--- src/dcth_consts.vh ---
// Purpose: shared constants of the drive command and trip history block
// Assumes: included by dcth_top.v and by the testbench top
// Notes: offsets are byte addresses on the apb register bus
`ifndef DCTH_CONSTS_VH
`define DCTH_CONSTS_VH
// register offsets
`define DCTH_A_SRC 12'h000
`define DCTH_A_DIR 12'h004
`define DCTH_A_FREQ 12'h008
`define DCTH_A_MS0 12'h00c
`define DCTH_A_MS1 12'h010
`define DCTH_A_MS2 12'h014
`define DCTH_A_START 12'h018
`define DCTH_A_MAX0 12'h01c
`define DCTH_A_MAX1 12'h020
`define DCTH_A_MAX2 12'h024
`define DCTH_A_BRKLIM 12'h028
`define DCTH_A_STAT 12'h02c
`define DCTH_A_DCV 12'h030
`define DCTH_A_BRKLF 12'h034
`define DCTH_A_THERM 12'h038
// history window: paddr[11:8], slot paddr[7:5], word paddr[4:2]
`define DCTH_HIST_PAGE 4'h1
`define DCTH_HIST_SLOTS 3'h6
`define DCTH_HIST_WORDS 3'h6
// field positions
`define DCTH_F_LAMP 0
`define DCTH_F_REJ 1
`define DCTH_F_TRIP 2
`define DCTH_F_FORCE 0
// source, direction and limit codes
`define DCTH_FSRC_OPER 8'h02
`define DCTH_RSRC_TERM 8'h01
`define DCTH_RSRC_OPER 8'h02
`define DCTH_KDIR_FWD 2'h0
`define DCTH_KDIR_REV 2'h1
`define DCTH_LIM_BOTH 2'h0
`define DCTH_LIM_FWD 2'h1
`define DCTH_LIM_REV 2'h2
// trip causes
`define DCTH_CAUSE_OL 8'h05
`define DCTH_CAUSE_BRK 8'h06
// scales, 0.1 units
`define DCTH_THERM_FULL 11'h3e8
`define DCTH_PCT_FULL 26'h00003e8
`define DCTH_DCV_MAX 16'h270f
// reset values
`define DCTH_RST_FSRC 8'h02
`define DCTH_RST_RSRC 8'h02
`define DCTH_RST_START 16'h0005
`define DCTH_RST_MAX 16'h0258
`define DCTH_RST_BRKLIM 10'h064
`endif

--- src/dcth_top.v ---
// Purpose: drive command gating, direction limit and trip history
// Assumes: one clock, synchronous reset, apb slave with no wait states
// Notes: monitor and datapath inputs share sys_clk_in; pins are synced
//
// Decided for this implementation: register access over APB and the address map.
`timescale 1ns/1ps
`include "dcth_consts.vh"

module dcth_top (
    // clock and reset
    input wire sys_clk_in,
    input wire reset_in,
    // apb slave
    input wire psel_in,
    input wire penable_in,
    input wire pwrite_in,
    input wire [11:0] paddr_in,
    input wire [31:0] pwdata_in,
    output reg [31:0] prdata_out,
    output reg pready_out,
    output reg pslverr_out,
    // command pins, asynchronous
    input wire term_fwd_in,
    input wire term_rev_in,
    input wire keypad_run_in,
    input wire remote_fwd_in,
    input wire remote_rev_in,
    input wire remote_mode_in,
    input wire set_select_in,
    input wire third_motor_set_select_in,
    input wire trip_reset_in,
    // datapath inputs, same clock
    input wire ext_trip_in,
    input wire [7:0] ext_trip_cause_in,
    input wire [15:0] out_freq_in,
    input wire [15:0] out_current_in,
    input wire running_in,
    input wire [15:0] dc_bus_in,
    input wire ground_fault_powerup_in,
    input wire [19:0] run_hours_in,
    input wire [19:0] power_hours_in,
    input wire [9:0] braking_load_in,
    input wire [10:0] thermal_load_in,
    input wire [15:0] ext_freq_cmd_in,
    input wire pid_target_is_freq_in,
    input wire [15:0] pid_feedback_in,
    // drive and display outputs
    output reg run_fwd_out,
    output reg run_rev_out,
    output reg direction_reject_out,
    output reg trip_out,
    output reg [15:0] freq_command_out,
    output reg [15:0] pid_feedback_pct_out,
    output reg [15:0] dc_bus_voltage_view_out,
    output reg [9:0] braking_load_factor_view_out,
    output reg [10:0] thermal_load_view_out,
    output reg program_warning_lamp_out,
    output reg [7:0] trip_history_view_newest_out,
    output reg [7:0] trip_history_view_oldest_out
);

    localparam NREC = 36;

    // zero or start..max is acceptable
    function freq_ok;
        input [15:0] v;
        input [15:0] s;
        input [15:0] m;
        begin
            freq_ok = (v == 16'h0000) || ((v >= s) && (v <= m));
        end
    endfunction

    // two-flop synchronisers for the pins
    reg [8:0] sy1_q;
    reg [8:0] sy2_q;
    always @(posedge sys_clk_in) begin
        if (reset_in) begin
            sy1_q <= 9'h000;
            sy2_q <= 9'h000;
        end else begin
            sy1_q <= {trip_reset_in, third_motor_set_select_in,
                      set_select_in, remote_mode_in, remote_rev_in,
                      remote_fwd_in, keypad_run_in, term_rev_in,
                      term_fwd_in};
            sy2_q <= sy1_q;
        end
    end
    wire s_tfwd = sy2_q[0];
    wire s_trev = sy2_q[1];
    wire s_krun = sy2_q[2];
    wire s_rfwd = sy2_q[3];
    wire s_rrev = sy2_q[4];
    wire s_rmode = sy2_q[5];
    wire s_set2 = sy2_q[6];
    wire s_third_motor_set_select = sy2_q[7];
    wire s_treset = sy2_q[8];

    // settings
    reg [7:0] fsrc_q;
    reg [7:0] rsrc_q;
    reg [1:0] kdir_q;
    reg [1:0] lim_q;
    reg [15:0] start_q;
    reg [9:0] brklim_q;
    reg [15:0] ms0_q [0:2];
    reg [15:0] max_q [0:2];
    reg [31:0] hist_q [0:NREC-1];
    reg trip_q;
    reg [7:0] cause_q;
    reg cfg_wr_q;
    reg force_q;
    reg lamp_q;
    reg reject_q;

    // active motor set, third over second
    wire [1:0] aset = s_third_motor_set_select ? 2'h2 : (s_set2 ? 2'h1 : 2'h0);
    wire [15:0] ms_act = ms0_q[aset];
    wire [15:0] max_act = max_q[aset];
    wire oper_src = (fsrc_q == `DCTH_FSRC_OPER);
    // frequency command seen by the datapath
    wire [15:0] freq_cmd = oper_src ? ms_act : ext_freq_cmd_in;

    // apb decode
    wire setup = psel_in && !penable_in;
    wire apb_done = psel_in && penable_in && pready_out;
    wire apb_wr = apb_done && pwrite_in && !pslverr_out;
    wire hist_pg = (paddr_in[11:8] == `DCTH_HIST_PAGE);
    wire [2:0] hslot = paddr_in[7:5];
    wire [2:0] hword = paddr_in[4:2];
    wire hist_ok = hist_pg && (hslot < `DCTH_HIST_SLOTS) &&
                   (hword < `DCTH_HIST_WORDS) && (paddr_in[1:0] == 2'h0);
    wire [5:0] hidx = {hslot, 2'h0} + {1'h0, hslot, 1'h0} + {3'h0, hword};
    wire [15:0] wv = pwdata_in[15:0];
    wire fwr_ok = oper_src && freq_ok(wv, start_q, max_act);

    // read data and error for the setup cycle
    reg [31:0] rd;
    reg err;
    always @* begin
        rd = 32'h00000000;
        err = 1'b0;
        case (paddr_in)
            `DCTH_A_SRC: rd = {16'h0000, rsrc_q, fsrc_q};
            `DCTH_A_DIR: rd = {22'h000000, lim_q, 6'h00, kdir_q};
            `DCTH_A_FREQ: begin
                rd = {16'h0000, freq_cmd};
                err = pwrite_in && !fwr_ok;
            end
            `DCTH_A_MS0: rd = {16'h0000, ms0_q[0]};
            `DCTH_A_MS1: rd = {16'h0000, ms0_q[1]};
            `DCTH_A_MS2: rd = {16'h0000, ms0_q[2]};
            `DCTH_A_START: rd = {16'h0000, start_q};
            `DCTH_A_MAX0: rd = {16'h0000, max_q[0]};
            `DCTH_A_MAX1: rd = {16'h0000, max_q[1]};
            `DCTH_A_MAX2: rd = {16'h0000, max_q[2]};
            `DCTH_A_BRKLIM: rd = {22'h000000, brklim_q};
            `DCTH_A_STAT: rd = {16'h0000, cause_q, 5'h00, trip_q,
                                reject_q, lamp_q};
            `DCTH_A_DCV: rd = {16'h0000, dc_bus_voltage_view_out};
            `DCTH_A_BRKLF: rd = {22'h000000, braking_load_factor_view_out};
            `DCTH_A_THERM: rd = {21'h000000, thermal_load_view_out};
            default: begin
                if (hist_ok) begin
                    rd = hist_q[hidx];
                end else begin
                    err = 1'b1;
                end
            end
        endcase
    end

    // apb answer one cycle after setup
    always @(posedge sys_clk_in) begin
        if (reset_in) begin
            pready_out <= 1'b0;
            pslverr_out <= 1'b0;
            prdata_out <= 32'h00000000;
        end else begin
            pready_out <= setup;
            if (setup) begin
                pslverr_out <= err;
                prdata_out <= pwrite_in ? 32'h00000000 : rd;
            end else if (apb_done) begin
                pslverr_out <= 1'b0;
            end
        end
    end

    // setting writes
    integer i, h;
    always @(posedge sys_clk_in) begin
        if (reset_in) begin
            fsrc_q <= `DCTH_RST_FSRC;
            rsrc_q <= `DCTH_RST_RSRC;
            kdir_q <= `DCTH_KDIR_FWD;
            lim_q <= `DCTH_LIM_BOTH;
            start_q <= `DCTH_RST_START;
            brklim_q <= `DCTH_RST_BRKLIM;
            for (i = 0; i < 3; i = i + 1) begin
                ms0_q[i] <= 16'h0000;
                max_q[i] <= `DCTH_RST_MAX;
            end
        end else if (apb_wr) begin
            case (paddr_in)
                `DCTH_A_SRC: begin
                    fsrc_q <= pwdata_in[7:0];
                    rsrc_q <= pwdata_in[15:8];
                end
                `DCTH_A_DIR: begin
                    kdir_q <= pwdata_in[1:0];
                    lim_q <= pwdata_in[9:8];
                end
                `DCTH_A_FREQ: ms0_q[aset] <= wv;
                `DCTH_A_MS0: ms0_q[0] <= wv;
                `DCTH_A_MS1: ms0_q[1] <= wv;
                `DCTH_A_MS2: ms0_q[2] <= wv;
                `DCTH_A_START: start_q <= wv;
                `DCTH_A_MAX0: max_q[0] <= wv;
                `DCTH_A_MAX1: max_q[1] <= wv;
                `DCTH_A_MAX2: max_q[2] <= wv;
                `DCTH_A_BRKLIM: brklim_q <= pwdata_in[9:0];
                default: ;
            endcase
        end
    end

    // conflict: start above max, or slot outside its range
    wire conf_now = (start_q > max_act) ||
                    !freq_ok(ms_act, start_q, max_act);
    wire stat_wr = apb_wr && (paddr_in == `DCTH_A_STAT);
    always @(posedge sys_clk_in) begin
        if (reset_in) begin
            cfg_wr_q <= 1'b0;
            force_q <= 1'b0;
            lamp_q <= 1'b0;
        end else begin
            cfg_wr_q <= apb_wr && (paddr_in != `DCTH_A_STAT);
            force_q <= stat_wr && pwdata_in[`DCTH_F_FORCE];
            if (cfg_wr_q && conf_now) begin
                lamp_q <= 1'b1;
            end else if (!conf_now || force_q) begin
                lamp_q <= 1'b0;
            end
        end
    end

    // trip detection, external first, then thermal, then braking
    wire therm_over = thermal_load_in > `DCTH_THERM_FULL;
    wire brk_over = braking_load_in > brklim_q;
    wire new_trip = !trip_q && (ext_trip_in || therm_over || brk_over);
    wire [7:0] new_cause = ext_trip_in ? ext_trip_cause_in :
                           (therm_over ? `DCTH_CAUSE_OL :
                            `DCTH_CAUSE_BRK);
    always @(posedge sys_clk_in) begin
        if (reset_in) begin
            trip_q <= 1'b0;
            cause_q <= 8'h00;
        end else if (new_trip) begin
            trip_q <= 1'b1;
            cause_q <= new_cause;
        end else if (s_treset) begin
            trip_q <= 1'b0;
        end
    end

    // history shift, slot 0 newest
    always @(posedge sys_clk_in) begin
        if (reset_in) begin
            for (h = 0; h < NREC; h = h + 1) begin
                hist_q[h] <= 32'h00000000;
            end
        end else if (new_trip) begin
            for (h = NREC - 1; h >= 6; h = h - 1) begin
                hist_q[h] <= hist_q[h-6];
            end
            hist_q[0] <= {24'h000000, new_cause};
            hist_q[1] <= {16'h0000, out_freq_in};
            hist_q[2] <= {16'h0000, running_in ? out_current_in : 16'h0000};
            hist_q[3] <= {16'h0000, ground_fault_powerup_in ? 16'h0000 : dc_bus_in};
            hist_q[4] <= {12'h000, run_hours_in};
            hist_q[5] <= {12'h000, power_hours_in};
        end
    end

    // requested direction per run source
    reg req_fwd;
    reg req_rev;
    always @* begin
        req_fwd = 1'b0;
        req_rev = 1'b0;
        case (rsrc_q)
            `DCTH_RSRC_TERM: begin
                // both together means stop
                req_fwd = s_tfwd && !s_trev;
                req_rev = s_trev && !s_tfwd;
            end
            `DCTH_RSRC_OPER: begin
                if (s_rmode) begin
                    req_fwd = s_rfwd && !s_rrev;
                    req_rev = s_rrev && !s_rfwd;
                end else begin
                    req_fwd = s_krun && (kdir_q == `DCTH_KDIR_FWD);
                    req_rev = s_krun && (kdir_q == `DCTH_KDIR_REV);
                end
            end
            default: begin
                req_fwd = 1'b0;
                req_rev = 1'b0;
            end
        endcase
    end

    // direction limit, any source
    wire fwd_ok = (lim_q == `DCTH_LIM_BOTH) || (lim_q == `DCTH_LIM_FWD);
    wire rev_ok = (lim_q == `DCTH_LIM_BOTH) || (lim_q == `DCTH_LIM_REV);
    wire rej_now = (req_fwd && !fwd_ok) || (req_rev && !rev_ok);

    // pid feedback in 0.1 percent of the active maximum
    wire [25:0] pid_num = pid_feedback_in * `DCTH_PCT_FULL;
    wire [25:0] pid_div = (max_act == 16'h0000) ? 26'h0000000 :
                          pid_num / {10'h000, max_act};
    wire [15:0] pid_pct = (pid_div[25:16] != 10'h000) ? 16'hffff :
                          pid_div[15:0];

    // registered outputs
    always @(posedge sys_clk_in) begin
        if (reset_in) begin
            reject_q <= 1'b0;
            run_fwd_out <= 1'b0;
            run_rev_out <= 1'b0;
            direction_reject_out <= 1'b0;
            trip_out <= 1'b0;
            freq_command_out <= 16'h0000;
            pid_feedback_pct_out <= 16'h0000;
            dc_bus_voltage_view_out <= 16'h0000;
            braking_load_factor_view_out <= 10'h000;
            thermal_load_view_out <= 11'h000;
            program_warning_lamp_out <= 1'b0;
            trip_history_view_newest_out <= 8'h00;
            trip_history_view_oldest_out <= 8'h00;
        end else begin
            reject_q <= rej_now;
            run_fwd_out <= req_fwd && fwd_ok && !trip_q;
            run_rev_out <= req_rev && rev_ok && !trip_q;
            direction_reject_out <= rej_now;
            trip_out <= trip_q;
            freq_command_out <= freq_cmd;
            pid_feedback_pct_out <= pid_target_is_freq_in ?
                                    pid_pct : pid_feedback_in;
            dc_bus_voltage_view_out <= (dc_bus_in > `DCTH_DCV_MAX) ?
                                       `DCTH_DCV_MAX : dc_bus_in;
            braking_load_factor_view_out <= braking_load_in;
            thermal_load_view_out <= thermal_load_in;
            program_warning_lamp_out <= lamp_q;
            trip_history_view_newest_out <= hist_q[0][7:0];
            trip_history_view_oldest_out <= hist_q[30][7:0];
        end
    end

endmodule // dcth_top

--- config.mk ---
export PLATFORM = sky130hd
export DESIGN_NAME = dcth_top
export DESIGN_NICKNAME = d
export VERILOG_FILES = /design/src/dcth_top.v
export VERILOG_INCLUDE_DIRS = /design/src /design/src/src
export SDC_FILE = /design/constraint.sdc
export NUM_CORES = 2
export LEC_CHECK = 0
export BUFFER_PORTS_ARGS = -buffer_cell sky130_fd_sc_hd__buf_4
export CAP_MARGIN = 40
export CELL_PAD_IN_SITES_DETAIL_PLACEMENT = 1
export CELL_PAD_IN_SITES_GLOBAL_PLACEMENT = 1
export CORE_ASPECT_RATIO = 0.9
export CORE_MARGIN = 4
export CORE_UTILIZATION = 45
export CTS_CLUSTER_SIZE = 25
export DETAILED_ROUTE_END_ITERATION = 16
export GPL_ROUTABILITY_DRIVEN = 0
export PLACE_DENSITY_LB_ADDON = 0.15
export SYNTH_ARGS = -nofsm -noshare
export SYNTH_HDL_FRONTEND = slang
export SYNTH_SLANG_ARGS = --single-unit
export TNS_END_PERCENT = 100
--- constraint.sdc ---
create_clock -name sys_clk_in -period 111.5 [get_ports sys_clk_in]
set_input_delay 16.725 -clock sys_clk_in [delete_from_list [all_inputs] [get_ports sys_clk_in]]
set_output_delay 16.725 -clock sys_clk_in [all_outputs]
set_load 0.02 [all_outputs]
==> qor.csv <==
stage,metric,value,unit
yosys,avgSynthCellArea,10.2,µm²
timing,setup_tns,0,ns
finish,final_nets,6800,
finish,fillers,14409,
setup_path,end_kind,flop,
setup_path,cp_data_arrival_time,90.07,ns
routing,dr.pass1.iters,6,
finish,area_growth,12.9,%
timing,layout_min_cycle_time,89.49,ns
routing,wire_per_inst,26.1,µm
routing,viasPerCell,6.15,
cts,clkSlewWorstSetupHoldPaths,0.08,ns
finish,final_cell_mix,"edfxtp_1, and2_1, ha_1",
outcome,status,"finished, final reports clean",
floorplanning,coreArea,131000,µm²
floorplanning,die_h,353,µm
setup_path,cpMostUsedCell,o21a_1,
setup_path,cp_slowest_stage_delay,0.77,ns
setup_path,cp_max_fo,31,
yosys,synthDistinctLibCells,121,
finish,final_common_cell,edfxtp_1,
grt,antenna_found_initial,10,
setup_path,crit_required,112.08,ns
setup_path,cp.buffers_inverters,16,
yosys,yosysWarnings,0,
setup_path,crit_type,primary input to flop,
grt,grtUsageTotal,0.291,
yosys,ys_seq_area_frac,0.403,
cts,htreeDepth,3,
grt,grt_first_pass_wirelength,309000,µm
setup_path,critPathSlowestCell,a211oi_2,
yosys,synth_edf_count,672,
cts,cts_hold_buf,0,
timing,hold_viol,0,
setup_path,r2r-start,sy2_q[7]$_SDFF_PP0_,
placed_design,dp.final_hpwl,151000,µm
placed_design,dp_slack,22.12,ns
routing,antenna_left,0,
timing,timing.hold.ws,0.443,ns
hold_path,hold_class,flop to flop,
grt,grt_pass1_vias,49881,
routing,vias,48592,
cts,clock_latency,0.72,ns
routing,wirelength,206000,µm
timing,setup_viol,0,
placed_design,port_buffers,306,
timing,rsz0062_at_grt,false,
cts,cts_root_buf,clkbuf_16,
grt,grt_max_degree,219,
floorplanning,rows,126,
yosys,ys_async_sr_fraction,0,
yosys,ys_ff_latch,860,
yosys,synth_top_flop_cell,edfxtp_1,
timing,clock_skew,0.0521,ns
cts,cts-resized-gates,0,
floorplanning,dieArea,138000,µm²
yosys,netlist_area,59500,µm²
setup_path,cp_top_family,compound AO/OA/AOI/OAI gates,
timing,drv_slew,0,
finish,multi_input_area,33900,µm²
routing,drt-initial-drc-count,4381,
cts,cts-buffers-inserted,93,
setup_path,startpoint,pid_feedback_in[11],
timing,tightest_slew,1.15,ns
floorplanning,dieWidth,391,µm
timing,finalCritPeriodShare,0.803,
job,max_cap_viol_count,0,
cts,clock_path_buffers,3,
setup_path,critPathLaunchType,primary input,
cts,post-cts-setup-buffers,0,
finish,drive_above_1_share,0.146,
routing,drc_errors,0,
hold_path,min_from,sy1_q[6]$_SDFF_PP0_,
cts,cts.sinks,860,
floorplanning,pin_count,335,
floorplanning,start_util,0.453,
finish,seqCellArea,23900,µm²
cts,cts_tree,yes,
yosys,syn_inst,5832,
timing,slew_headroom,0.235,
timing,fin_ws,22.01,ns
timing,clock.fmax,11.2,MHz
placed_design,dp.cells,7715,
finish,fin_cells,7896,
grt,grt-ovfl-total,0,
layout make-up:
cell class              instances  share of cell area
multi-input cells            4507               0.504
flip-flops and latches        860               0.357
repair buffers                418              0.0494
clock buffers                 121              0.0376
well taps                    1728              0.0322
inverters                     204              0.0115
clock inverters                53             0.00857
diodes                          5            0.000186
worst paths after layout:
path	endpoint	cells past startpoint	slack [ns]
setup / recovery	pid_feedback_pct_out[0]$_SDFF_PP0_	282	22.01
hold / removal	sy2_q[6]$_SDFF_PP0_	1	0.44
setup reg to reg	pid_feedback_pct_out[0]$_SDFF_PP0_	273	38.94
hold reg to reg	sy2_q[6]$_SDFF_PP0_	1	0.44
cell families (layout without fill, tap and decap cells):
family	Yosys count	in the layout	synth area share
AO/OA/AOI/OAI	1391	1391	0.157
other	1	19	0.0000631
AND/OR/NAND/NOR	2098	2098	0.187
multiplexers	341	341	0.0848
XOR/XNOR	158	158	0.0234
flip-flops	860	860	0.403
adder cells (fa/ha/maj)	505	505	0.113
buffers and inverters	478	796	0.0319
through the flow:
| stage | instance area (µm²) | utilization |
|---|---|---|
| after global routing | 67200 | 0.512 |
| final | 67200 | 0.512 |
| after detailed placement | 64000 | 0.488 |
| after global placement | 63700 | 0.486 |
| after floorplan | 59500 | - |
| after CTS | 67100 | 0.512 |
sequential cells by signal, summed over array words and instances (netlist names), 2 cells and up:
signal and count:
cause_q 8, ms0_q 48, trip_history_view_newest_out 8, hist_q 576, trip_history_view_oldest_out 8, lim_q 2, fsrc_q 8, start_q 16
sy1_q 9, max_q 48, dc_bus_voltage_view_out 16, thermal_load_view_out 11, braking_load_factor_view_out 10, sy2_q 9, freq_command_out 16, rsrc_q 8
pid_feedback_pct_out 16, prdata_out 20, kdir_q 2, brklim_q 10
synth_stat cells (all sizes together), types with 12 or more instances:
library cell,number,area (µm²)
a211o,14,123
a211oi,47,375
a21boi,25,191
a21o,90,678
a21oi,373,1890
a221oi,59,523
a22o,16,140
a22oi,66,495
a31oi,31,200
and2,647,4050
and3,49,307
buf,55,307
clkbuf,219,822
dfxtp,188,3760
edfxtp,672,20200
fa,57,1140
ha,448,5610
inv,204,766
mux2,133,1520
mux2i,100,1090
mux4,108,2430
nand2,393,1480
nand2b,76,475
nand3,83,433
nand4,55,374
nor2,392,1470
nor2b,115,719
nor3,139,716
nor4,33,228
nor4b,12,120
o2111ai,12,105
o211ai,49,368
o21a,116,871
o21ai,261,1320
o21bai,15,113
o22ai,16,100
o31a,13,115
o31ai,56,434
or2,26,163
or3,38,238
xnor2,100,876
xor2,58,516
worst reg2reg max path: cells and delay by family, from the launching register on:
family / cells / cell delay (ns)
AOI/OAI and AO/OA: 163 / 41.32
and+or+nand+nor: 65 / 16.13
adders and majority gates: 25 / 7.88
buffers and inverters: 12 / 3.37
muxes: 8 / 2.99
DFF: 1 / 0.69
layer usage:
metal  wire length [µm]  GRT usage
met1              91300      0.411
met2              93100      0.463
met3              15500     0.0525
met5                  4          0
met4               5760     0.0740
Power is not shown: default switching activity piles up to over one toggle a cycle in this logic, so the estimate is an artifact.
